===== src/csb_pkg.sv =====
// Package for the processor sideband block: types and constants
package csb_pkg;

  // ==========================================================
  // Timing and widths
  // ==========================================================
  localparam int CSB_CLK_PERIOD_NS = 10;
  localparam int CSB_RELEASE_CLOCKS = 2;   // Bus outputs released within this many clocks of hard reset
  localparam int CSB_SYNC_STAGES = 3;

  // Bit positions in the synchronised asynchronous input vector
  localparam int CSB_IN_STOP = 0;
  localparam int CSB_IN_PROBE = 1;
  localparam int CSB_IN_IGN = 2;
  localparam int CSB_IN_SINIT = 3;
  localparam int CSB_IN_LINT0 = 4;
  localparam int CSB_IN_LINT1 = 5;
  localparam int CSB_IN_BUS_INITIALISE_N = 6;
  localparam int CSB_IN_WIDTH = 7;

  // Reset value of the local interrupt controller enable
  localparam logic CSB_LIC_EN_RESET = 1'b1;

  // ==========================================================
  // Carriers
  // ==========================================================
  // Core-side event and status inputs (same clock)
  typedef struct packed {
    logic fp_error;          // Unmasked floating-point error pending
    logic internal_error;    // Internal error pulse
    logic fp_instr;          // Noncontrol FP instruction issued
    logic snoop_stall_req;   // Device wants a snoop stall
    logic snoop_hit;         // Snoop hit result
    logic snoop_hit_mod;     // Snoop hit-modified result
    logic snoop_result_valid; // Result phase pulse
    logic lock_seq;          // Atomic sequence in progress
  } csb_core_s;

  // Core-side actions out
  typedef struct packed {
    logic fp_exception;      // Raise FP exception
    logic soft_init;         // Integer-register reset, restart at reset vector
    logic run_self_test;     // Self-test requested at reset release
    logic maskable_interrupt_request;
    logic nonmaskable_interrupt;
    logic local_int0;        // Local-interrupt function of pin zero
    logic local_int1;
    logic transaction_a_req;      // Issue transaction_a on the bus
  } csb_act_s;

endpackage


===== src/csb_sync.sv =====
// Three-stage synchroniser with agreement filter for asynchronous pins
`timescale 1ns/1ps
module csb_sync #(
  parameter int WIDTH = 1,
  parameter logic [WIDTH-1:0] INIT = '0
) (
  input wire logic i_clk,              // Bus clock
  input wire logic i_reset_n,          // Async reset, active low
  input wire logic [WIDTH-1:0] i_async, // Raw pin levels
  output logic [WIDTH-1:0] o_level     // Filtered level
);

  logic [WIDTH-1:0] s1;
  logic [WIDTH-1:0] s2;
  logic [WIDTH-1:0] s3;
  logic [WIDTH-1:0] level;
  logic [WIDTH-1:0] next_level;

  // ==========================================================
  // Filter
  // ==========================================================
  // Change accepted only where stages two and three agree
  always_comb begin
    next_level = level;
    for (int k = 0; k < WIDTH; k++) begin
      if (s2[k] == s3[k]) begin
        next_level[k] = s3[k];
      end
    end
  end

  // Stage one feeds only stage two
  always_ff @(posedge i_clk or negedge i_reset_n) begin
    if (!i_reset_n) begin
      s1 <= INIT;
      s2 <= INIT;
      s3 <= INIT;
      level <= INIT;
    end else begin
      s1 <= i_async;
      s2 <= s1;
      s3 <= s2;
      level <= next_level;
    end
  end

  assign o_level = level;

endmodule


===== src/csb_sideband.sv =====
// Processor sideband logic: error/break, snoop stall, lock, init and local interrupts
//
// Behaviour
// - Stop-clock inactive: shared output shows an unmasked floating-point error.
// - Stop-clock active: shared output shows a pending break event.
// - Break indication holds until stop-clock request deasserts.
// - Probe request during stop-clock also raises a pending break event.
// - Snoop stall drives hit and hit-modified together; repeated pair extends.
// - Internal-error output sticks until hard reset, bus-initialise or soft-initialise.
// - Internal error not already latched is accompanied by a transaction_a-type bus transaction.
// - Ignore input continues FP; otherwise exception on instruction after an error.
// - Ignore input has no effect while numeric-error-enable is set.
// - Soft-init resets integer state only, restarting at reset vector.
// - Snoop servicing continues during soft-initialise.
// - Soft-init active at hard reset release starts self-test.
// - Controller disabled: pin zero maskable, pin one nonmaskable interrupt.
// - Local interrupt controller is enabled after reset.
// - Bus-lock held from first transaction start to last transaction end.
// - Bus outputs released within two clocks of observed hard reset.
`timescale 1ns/1ps
module csb_sideband (
  input wire logic i_clk,                          // Bus clock, 100 MHz
  input wire logic i_reset_n,                      // Hard reset, async, active low
  input wire logic i_stop_clock_request_n,         // Stop-clock request pin
  input wire logic i_probe_request_n,              // Debug probe request pin
  input wire logic i_ignore_numeric_error_n,       // Ignore numeric error pin
  input wire logic i_soft_init_n,                  // Soft-initialise pin
  input wire logic i_bus_initialise_n,             // Bus-initialise pin
  input wire logic [1:0] i_local_interrupt_pins,   // Local interrupt pins, active high
  input wire logic i_snoop_hit_n,                  // Snoop hit pin, input side
  input wire logic i_snoop_hit_modified_n,         // Hit-modified pin, input side
  input wire logic i_lock_n,                       // Bus-lock pin, input side
  input wire logic i_numeric_error_enable,         // Bit of control_register_zero
  input wire logic i_local_int_ctrl_disable,       // Software disables local controller
  input wire csb_pkg::csb_core_s i_core,           // Core events
  output csb_pkg::csb_act_s o_act,                 // Core actions
  output logic o_fp_error_break_event_n,           // Shared error/break output
  output logic o_internal_error_n,                 // Sticky internal error output
  output logic o_snoop_hit_n,                      // Snoop hit drive level
  output logic o_snoop_hit_modified_n,             // Hit-modified drive level
  output logic o_snoop_oe,                         // Enable for both snoop pins
  output logic o_lock_n,                           // Bus-lock drive level
  output logic o_lock_oe,                          // Bus-lock enable
  output logic o_stalled                           // Other agent is stalling snoop
);
  import csb_pkg::*;

  // Edges after reset release until the synchroniser outputs are valid again
  localparam logic [2:0] SETTLE_LAST = 3'(CSB_SYNC_STAGES + 1);

  // ==========================================================
  // Input synchronisation
  // ==========================================================
  logic [CSB_IN_WIDTH-1:0] raw;
  logic [CSB_IN_WIDTH-1:0] syn;

  // Active-low pins inverted so syn is active high
  always_comb begin
    raw = '0;
    raw[CSB_IN_STOP] = ~i_stop_clock_request_n;
    raw[CSB_IN_PROBE] = ~i_probe_request_n;
    raw[CSB_IN_IGN] = ~i_ignore_numeric_error_n;
    raw[CSB_IN_SINIT] = ~i_soft_init_n;
    raw[CSB_IN_LINT0] = i_local_interrupt_pins[0];
    raw[CSB_IN_LINT1] = i_local_interrupt_pins[1];
    raw[CSB_IN_BUS_INITIALISE_N] = ~i_bus_initialise_n;
  end

  csb_sync #(
    .WIDTH(CSB_IN_WIDTH),
    .INIT('0)
  ) u_sync (
    .i_clk(i_clk),
    .i_reset_n(i_reset_n),
    .i_async(raw),
    .o_level(syn)
  );

  logic stop_act;
  logic probe_act;
  logic ign_act;
  logic sinit_act;
  logic bus_initialise_n_act;
  assign stop_act = syn[CSB_IN_STOP];
  assign probe_act = syn[CSB_IN_PROBE];
  assign ign_act = syn[CSB_IN_IGN];
  assign sinit_act = syn[CSB_IN_SINIT];
  assign bus_initialise_n_act = syn[CSB_IN_BUS_INITIALISE_N];

  // ==========================================================
  // Error and break state
  // ==========================================================
  logic break_pend;
  logic next_break_pend;
  logic internal_error_n;
  logic next_internal_error_n;
  logic fp_out;
  logic next_fp_out;
  logic probe_prev;
  logic next_probe_prev;
  logic transaction_a;
  logic next_transaction_a;
  logic fp_exc;
  logic next_fp_exc;

  always_comb begin
    next_probe_prev = probe_act;
    next_break_pend = break_pend;
    if (stop_act && (i_core.fp_error || (probe_act && !probe_prev))) begin
      next_break_pend = 1'b1;
    end
    if (!stop_act) begin
      next_break_pend = 1'b0;
    end
    next_fp_out = stop_act ? next_break_pend : i_core.fp_error;
    // sticky until reset, bus-init or soft-init; a new error wins
    next_internal_error_n = internal_error_n;
    if (bus_initialise_n_act || sinit_act) begin
      next_internal_error_n = 1'b0;
    end
    if (i_core.internal_error) begin
      next_internal_error_n = 1'b1;
    end
    // one transaction_a request per new internal error
    next_transaction_a = i_core.internal_error && !internal_error_n;
    // exception unless ignore; ignore masked by enable bit
    next_fp_exc = i_core.fp_instr && i_core.fp_error && (i_numeric_error_enable || !ign_act);
  end

  always_ff @(posedge i_clk or negedge i_reset_n) begin
    if (!i_reset_n) begin
      break_pend <= 1'b0;
      internal_error_n <= 1'b0;
      fp_out <= 1'b0;
      probe_prev <= 1'b0;
      transaction_a <= 1'b0;
      fp_exc <= 1'b0;
    end else begin
      break_pend <= next_break_pend;
      internal_error_n <= next_internal_error_n;
      fp_out <= next_fp_out;
      probe_prev <= next_probe_prev;
      transaction_a <= next_transaction_a;
      fp_exc <= next_fp_exc;
    end
  end

  assign o_fp_error_break_event_n = ~fp_out;
  assign o_internal_error_n = ~internal_error_n;

  // ==========================================================
  // Init, self-test and local interrupts
  // ==========================================================
  logic [2:0] settle;
  logic [2:0] next_settle;
  logic rst_seen;
  logic next_rst_seen;
  logic bist;
  logic next_bist;
  logic sinit_q;
  logic next_sinit_q;
  logic lic_en;
  logic next_lic_en;
  logic [1:0] lint_q;
  logic [1:0] next_lint_q;

  always_comb begin
    // Syncs restart from zero, so pin levels are trusted only once refilled
    next_settle = (settle == SETTLE_LAST) ? settle : settle + 3'h1;
    next_rst_seen = (settle == SETTLE_LAST);
    // soft-init level held through release, judged once syncs refill
    next_bist = (settle == SETTLE_LAST) && !rst_seen && sinit_act;
    // integer reset pulse on soft-init rise after reset
    next_sinit_q = sinit_act;
    // controller enabled after reset until software disables
    next_lic_en = ~i_local_int_ctrl_disable;
    next_lint_q = {syn[CSB_IN_LINT1], syn[CSB_IN_LINT0]};
  end

  // Release edge is caught by the clock, not by the reset itself
  always_ff @(posedge i_clk or negedge i_reset_n) begin
    if (!i_reset_n) begin
      settle <= 3'h0;
      rst_seen <= 1'b0;
      bist <= 1'b0;
      sinit_q <= 1'b0;
      lic_en <= CSB_LIC_EN_RESET;
      lint_q <= 2'h0;
    end else begin
      settle <= next_settle;
      rst_seen <= next_rst_seen;
      bist <= next_bist;
      sinit_q <= next_sinit_q;
      lic_en <= next_lic_en;
      lint_q <= next_lint_q;
    end
  end

  // pin roles follow the controller enable
  always_comb begin
    o_act = '0;
    o_act.fp_exception = fp_exc;
    o_act.soft_init = sinit_act && !sinit_q && rst_seen;
    o_act.run_self_test = bist;
    o_act.transaction_a_req = transaction_a;
    o_act.maskable_interrupt_request = !lic_en && lint_q[0];
    o_act.nonmaskable_interrupt = !lic_en && lint_q[1];
    o_act.local_int0 = lic_en && lint_q[0];
    o_act.local_int1 = lic_en && lint_q[1];
  end

  // ==========================================================
  // Snoop stall and bus lock
  // ==========================================================
  logic snoop_oe;
  logic next_snoop_oe;
  logic hit;
  logic next_hit;
  logic snoop_hit_modified_n;
  logic next_snoop_hit_modified_n;
  logic lock_oe;
  logic next_lock_oe;

  // Snoop drive is independent of soft-init, so snooping carries on
  always_comb begin
    next_snoop_oe = 1'b0;
    next_hit = 1'b0;
    next_snoop_hit_modified_n = 1'b0;
    if (i_core.snoop_result_valid) begin
      next_snoop_oe = 1'b1;
      next_hit = i_core.snoop_stall_req || i_core.snoop_hit;
      next_snoop_hit_modified_n = i_core.snoop_stall_req || i_core.snoop_hit_mod;
    end
    // lock held for the whole atomic sequence
    next_lock_oe = i_core.lock_seq;
  end

  // async reset releases all bus drive at once
  always_ff @(posedge i_clk or negedge i_reset_n) begin
    if (!i_reset_n) begin
      snoop_oe <= 1'b0;
      hit <= 1'b0;
      snoop_hit_modified_n <= 1'b0;
      lock_oe <= 1'b0;
    end else begin
      snoop_oe <= next_snoop_oe;
      hit <= next_hit;
      snoop_hit_modified_n <= next_snoop_hit_modified_n;
      lock_oe <= next_lock_oe;
    end
  end

  assign o_snoop_oe = snoop_oe;
  assign o_snoop_hit_n = ~hit;
  assign o_snoop_hit_modified_n = ~snoop_hit_modified_n;
  assign o_lock_oe = lock_oe;
  assign o_lock_n = ~lock_oe;
  // other agent stalls when both pins low
  assign o_stalled = !snoop_oe && !i_snoop_hit_n && !i_snoop_hit_modified_n;

endmodule


===== config.mk =====
export PLATFORM = sky130hd
export DESIGN_NAME = csb_sideband
export DESIGN_NICKNAME = d
export VERILOG_FILES = /design/src/csb_pkg.sv /design/src/csb_sync.sv /design/src/csb_sideband.sv
export SDC_FILE = /design/constraint.sdc
export NUM_CORES = 1
export LEC_CHECK = 0
export BUFFER_PORTS_ARGS = -buffer_cell sky130_fd_sc_hd__buf_4
export CORE_UTILIZATION = 45
export DETAILED_ROUTE_END_ITERATION = 12
export HOLD_SLACK_MARGIN = 0.06
export PLACE_DENSITY = 0.72
export SLEW_MARGIN = 5
export SYNTH_ARGS = -nofsm -noshare
export SYNTH_HDL_FRONTEND = slang
export SYNTH_SLANG_ARGS = --single-unit

===== constraint.sdc =====
create_clock -name i_clk -period 1.1 [get_ports i_clk]
set_clock_uncertainty 0.05 [all_clocks]
set_input_delay 0.055 -clock i_clk [delete_from_list [all_inputs] [get_ports i_clk]]
set_output_delay 0.055 -clock i_clk [all_outputs]
set_load 0.005 [all_outputs]

### Word-level counts from Yosys, hierarchy flattened

Cells that the tools add are included.

* flip-flop bits (word level): 47
* word-level logic and storage cells: 84

* bitwise logic cells: 11
* add/subtract/negate cells: 1
* reduce and logical (&&, ||, !) cells: 30
* equal/unequal tests: 8
* mux-type cells: 8

Operators with widths (number)
* logical AND 1 bit: 15
* inverter 1 bit: 11
* logical NOT 1 bit: 9
* 2-to-1 mux 1 bit: 8
* equality test 1 bit: 7
* logical OR 1 bit: 5
* adder 3 x 1 -> 3 bit, second input constant: 1
* equality test 3 bit, second input constant: 1
* nonzero test 2 bit: 1

### Logic depth before layout (Yosys ltp)

* depth after elaboration: 7
* mapped depth: 4
* gate-level depth less buffers: 4

### Modules after synthesis

A second synthesis with hierarchy kept.

* cell total of the unflattened synthesis: 99
* area, all modules: 1517.7 µm²

Modules (own cells, without submodules)
* csb_sync: sequential area each 700.7 µm², instances 1, cells an instance 35, area an instance 779.5 µm²
* csb_sideband: sequential area each 476.7 µm², instances 1, cells an instance 64, area an instance 738.2 µm²

### Least setup slack after synthesis

Ideal clock, no wire load.

* path type: register to register
* start point: reg settle[0]
* end point: reg settle[1]
* cell stages (with the launch flop): 5
* data required time: 925 ps
* path slack: -62 ps
* arrival: 986 ps
* setup time: 125 ps
* buffers on the path: 0
* cells stage by stage: dfrtp_1 > inv_1 > ha_1 > nand2_2 > mux2_4

* cells in the longest elaborated chain, start to end: 1
* elaborated cells on any way between the ends: 2
* classes of those cells: add/sub (1); eq/ne (1)

Ends and longest elaborated chain
* start, declared: line csb_sideband.sv:154 `logic [2:0] settle;`
* start signal, assigned: line csb_sideband.sv:190 `settle <= next_settle;`
* adder 3 x 1 -> 3 bit or equality test 3 bit (tied branches): line csb_sideband.sv:169 `next_settle = (settle == SETTLE_LAST) ? settle : settle + 3'h1;`

Several ways; a longest one is shown, not always the timed one.
A chain may end at the register's enable or synchronous reset.

==> results.json <==
{
  "fillers": 215,
  "dr.pass1.iters": 2,
  "yosys.area_share.simple_pct": 5.39,
  "cp_max_fo": 4,
  "cp_slowest_cell": "dfstp_2",
  "fmax_mhz": 807,
  "drt_iter0_markers": 11,
  "setup_ws_ps": -139,
  "slowest_delay_ps": 570,
  "core_area_um2": 3130,
  "yosys.area.top_type_share_pct": 76.3,
  "synth_top_family_by_area": "adder cells",
  "die_w_um": 59.9,
  "cap_violations": 0,
  "layout_min_cycle_time_ps": 1240,
  "routabilityCongestion": 0.661,
  "via_per_inst": 4.38,
  "ys_top_cells_by_area": "dfrtp_1 (76%), maj3_1 (4.6%), inv_1 (4.0%), dfstp_2 (1.7%), ha_1 (1.7%)",
  "overflow": 0,
  "grt_pass1_vias": 975,
  "antenna_found_initial": 0,
  "fin_crit_sh_pct": 113,
  "rows": 20,
  "cts_tree": "yes",
  "ys_types": 20,
  "track_usage_pct": 15.8,
  "finalNonFillerCells": 208,
  "finalWirelength_um": 2310,
  "synth_fp_nets": 123,
  "cts.sinks": 47,
  "violations": "negative setup slack",
  "path_clk_slew_ps": 130,
  "seq_area_frac_synth_pct": 78.0,
  "crit_family": "flip-flops",
  "cts-root-buf": "clkbuf_4",
  "setup_viol": 7,
  "io_pins": 38,
  "ys_ff_latch": 47,
  "yosys_warnings": 0,
  "clk_latency_ps": 360,
  "rsz0062_at_grt": "yes",
  "design_area_um2": 2140,
  "cp_data_arrival_time_ps": 1130,
  "chipHeight_um": 59.9,
  "dp_cells": 179,
  "outcome": "finished, violations left",
  "endpoint_kind": "output pin",
  "crit_chain": "and2_1 > buf_4",
  "port_buffers": 36,
  "min_path_type": "input pin to asynchronous set/reset pin",
  "critical_path_buf_inv_count": 1,
  "power-per-cell-area_nw_per_um2": 1400,
  "initial_core_util_pct": 48.2,
  "synth_fa_ha_area_share_pct": 6.30,
  "slew_violations": 0,
  "worst_slew_pin_slew_ps": 557,
  "layout-drive-gt1-share_pct": 37.2,
  "dieArea_um2": 3590,
  "netlist_instances": 99,
  "worstPathRequired_ps": 1000,
  "slew_headroom_pct": 62.9,
  "synth_xor_area_share_pct": 0.580,
  "antenna_cells": 0,
  "antenna_left": 0,
  "cts_buffers": 5,
  "syn_area_um2": 1510,
  "drc": 0,
  "area.growth.synth_to_final_pct": 42.1,
  "ctsHtreeMaxLevel": 2,
  "wl_per_cell_um": 11.1,
  "via_count": 912,
  "grt_max_degree": 48,
  "synth.mux.area_fraction_pct": 0.995,
  "placed_cell_area_um2": 1850,
  "fin_nets": 187,
  "synth_compound_area_share_pct": 3.23,
  "clockBufferDepth": 2,
  "critPathLaunchType": "register",
  "yosys.area.top_type": "dfrtp_1",
  "grt_pass1_wl_um": 3900,
  "ir_drop_mv": 0.967,
  "hold_viol_final": 0,
  "crit_type": "register to output pin",
  "hpwl_um": 1450,
  "p_leak_nw": 1.04,
  "synth_area_per_cell_um2": 15.2
}
-- power by group --
| part | internal, mW | switching, mW | leakage, nW | total [mW] |
|---|---|---|---|---|
| Clock | 0.318 | 0.507 | 0.0355 | 0.825 |
| Sequential | 1.84 | 0.0464 | 0.551 | 1.88 |
| Combinational | 0.183 | 0.106 | 0.453 | 0.289 |
-- cells in the mapped netlist --
cell type and instances:
dfstp_2 1, maj3_1 7, ha_1 2, or2_1 1
nor3b_1 1, nand2_1 2, mux2_4 1, o21a_1 3
buf_4 3, inv_1 16, nor2b_1 4, dfrtp_1 46
nor2_1 3, nor3_1 1, a21oi_1 2, xnor2_1 1
and2_1 2, o22a_1 1, nand2_2 1, o31ai_1 1
-- flip-flops by register name, indices dropped and copies added, names as in the netlist, 2 cells and up --
signal          flops
u_sync.s3           7
u_sync.s2           7
lint_q              2
u_sync.s1           7
settle              3
u_sync.o_level      7
-- layout by cell type (no fill, tap or decap), drive strengths merged, types with 2 or more instances in the layout --
cell type	count
dfrtp	46
buf	42
dlygate4sd3	18
inv	16
maj3	7
clkbuf	7
nor2b	4
nor2	3
o21a	3
nand2	3
a21oi	2
and2	2
ha	2
-- area by class of cell --
cell class,count,area (µm²),share of cell area [%]
well taps,44,55.1,2.57
clock inverters,1,8.76,0.408
repair buffers,60,503,23.5
flip-flops and latches,47,1180,55.0
inverters,16,60.1,2.80
clock buffers,7,55.1,2.57
multi-input cells,33,284,13.2
-- path summary, 6_finish.rpt --
check,from,endpoint,slack (ps),cells after the start
min reg2reg,u_sync.s1[3]$_DFF_PN0_,u_sync.s2[3]$_DFF_PN0_,310,0
min,i_reset_n,u_sync.o_level[6]$_DFFE_PN0N_,170,2
min in group i_clk,i_local_int_ctrl_disable,lic_en$_DFF_PN1_,290,3
max reg2reg,settle[0]$_DFFE_PN0P_,settle[1]$_DFFE_PN0P_,-30,4
max,lic_en$_DFF_PN1_,o_act[1],-140,2
max in group asynchronous,i_reset_n,u_sync.o_level[3]$_DFFE_PN0N_,430,2
-- cell families (layout without fill, tap and decap cells) --
| kind of cell | Yosys count | in the layout |
|---|---|---|
| AOI/OAI and AO/OA | 7 | 7 |
| DFF | 47 | 47 |
| muxes | 1 | 1 |
| and+or+nand+nor | 15 | 15 |
| buffers and inverters | 19 | 84 |
| xor gates and xnor gates | 1 | 1 |
| adders and majority gates | 9 | 9 |
-- timing repair --
item,in CTS,in global routing
pin swaps,3,1
setup endpoints to repair,7,10
hold endpoints to repair,64,0
setup buffers,2,1
resized for setup,2,6
hold buffers,18,0
-- metrics by stage --
stage | setup WS, ps | util [%] | total power, mW | hold slack (ps) | TNS [ps]
after floorplan | 1.77 | - | 1.98 | -291 | 0
after global placement | 21.5 | 59.2 | 2.13 | 22.7 | 0
after detailed placement | -9.82 | 59.2 | 2.15 | 33.3 | -9.82
after CTS | -162 | 67.7 | 3.03 | 168 | -652
after global routing | -206 | 68.6 | 3.17 | 191 | -971
final | -139 | 68.6 | 3.00 | 169 | -505
-- metal layers --
| layer | GRT usage (%) | up-vias | wire, µm |
|---|---|---|---|
| li1 | - | 431 | - |
| met1 | 15.2 | 446 | 884 |
| met2 | 28.9 | 30 | 1250 |
| met3 | 7.58 | 5 | 150 |
| met4 | 5.98 | 0 | 32 |
| met5 | 0 | - | 0 |
No activity file was read; power rests on OpenSTA's default activity.
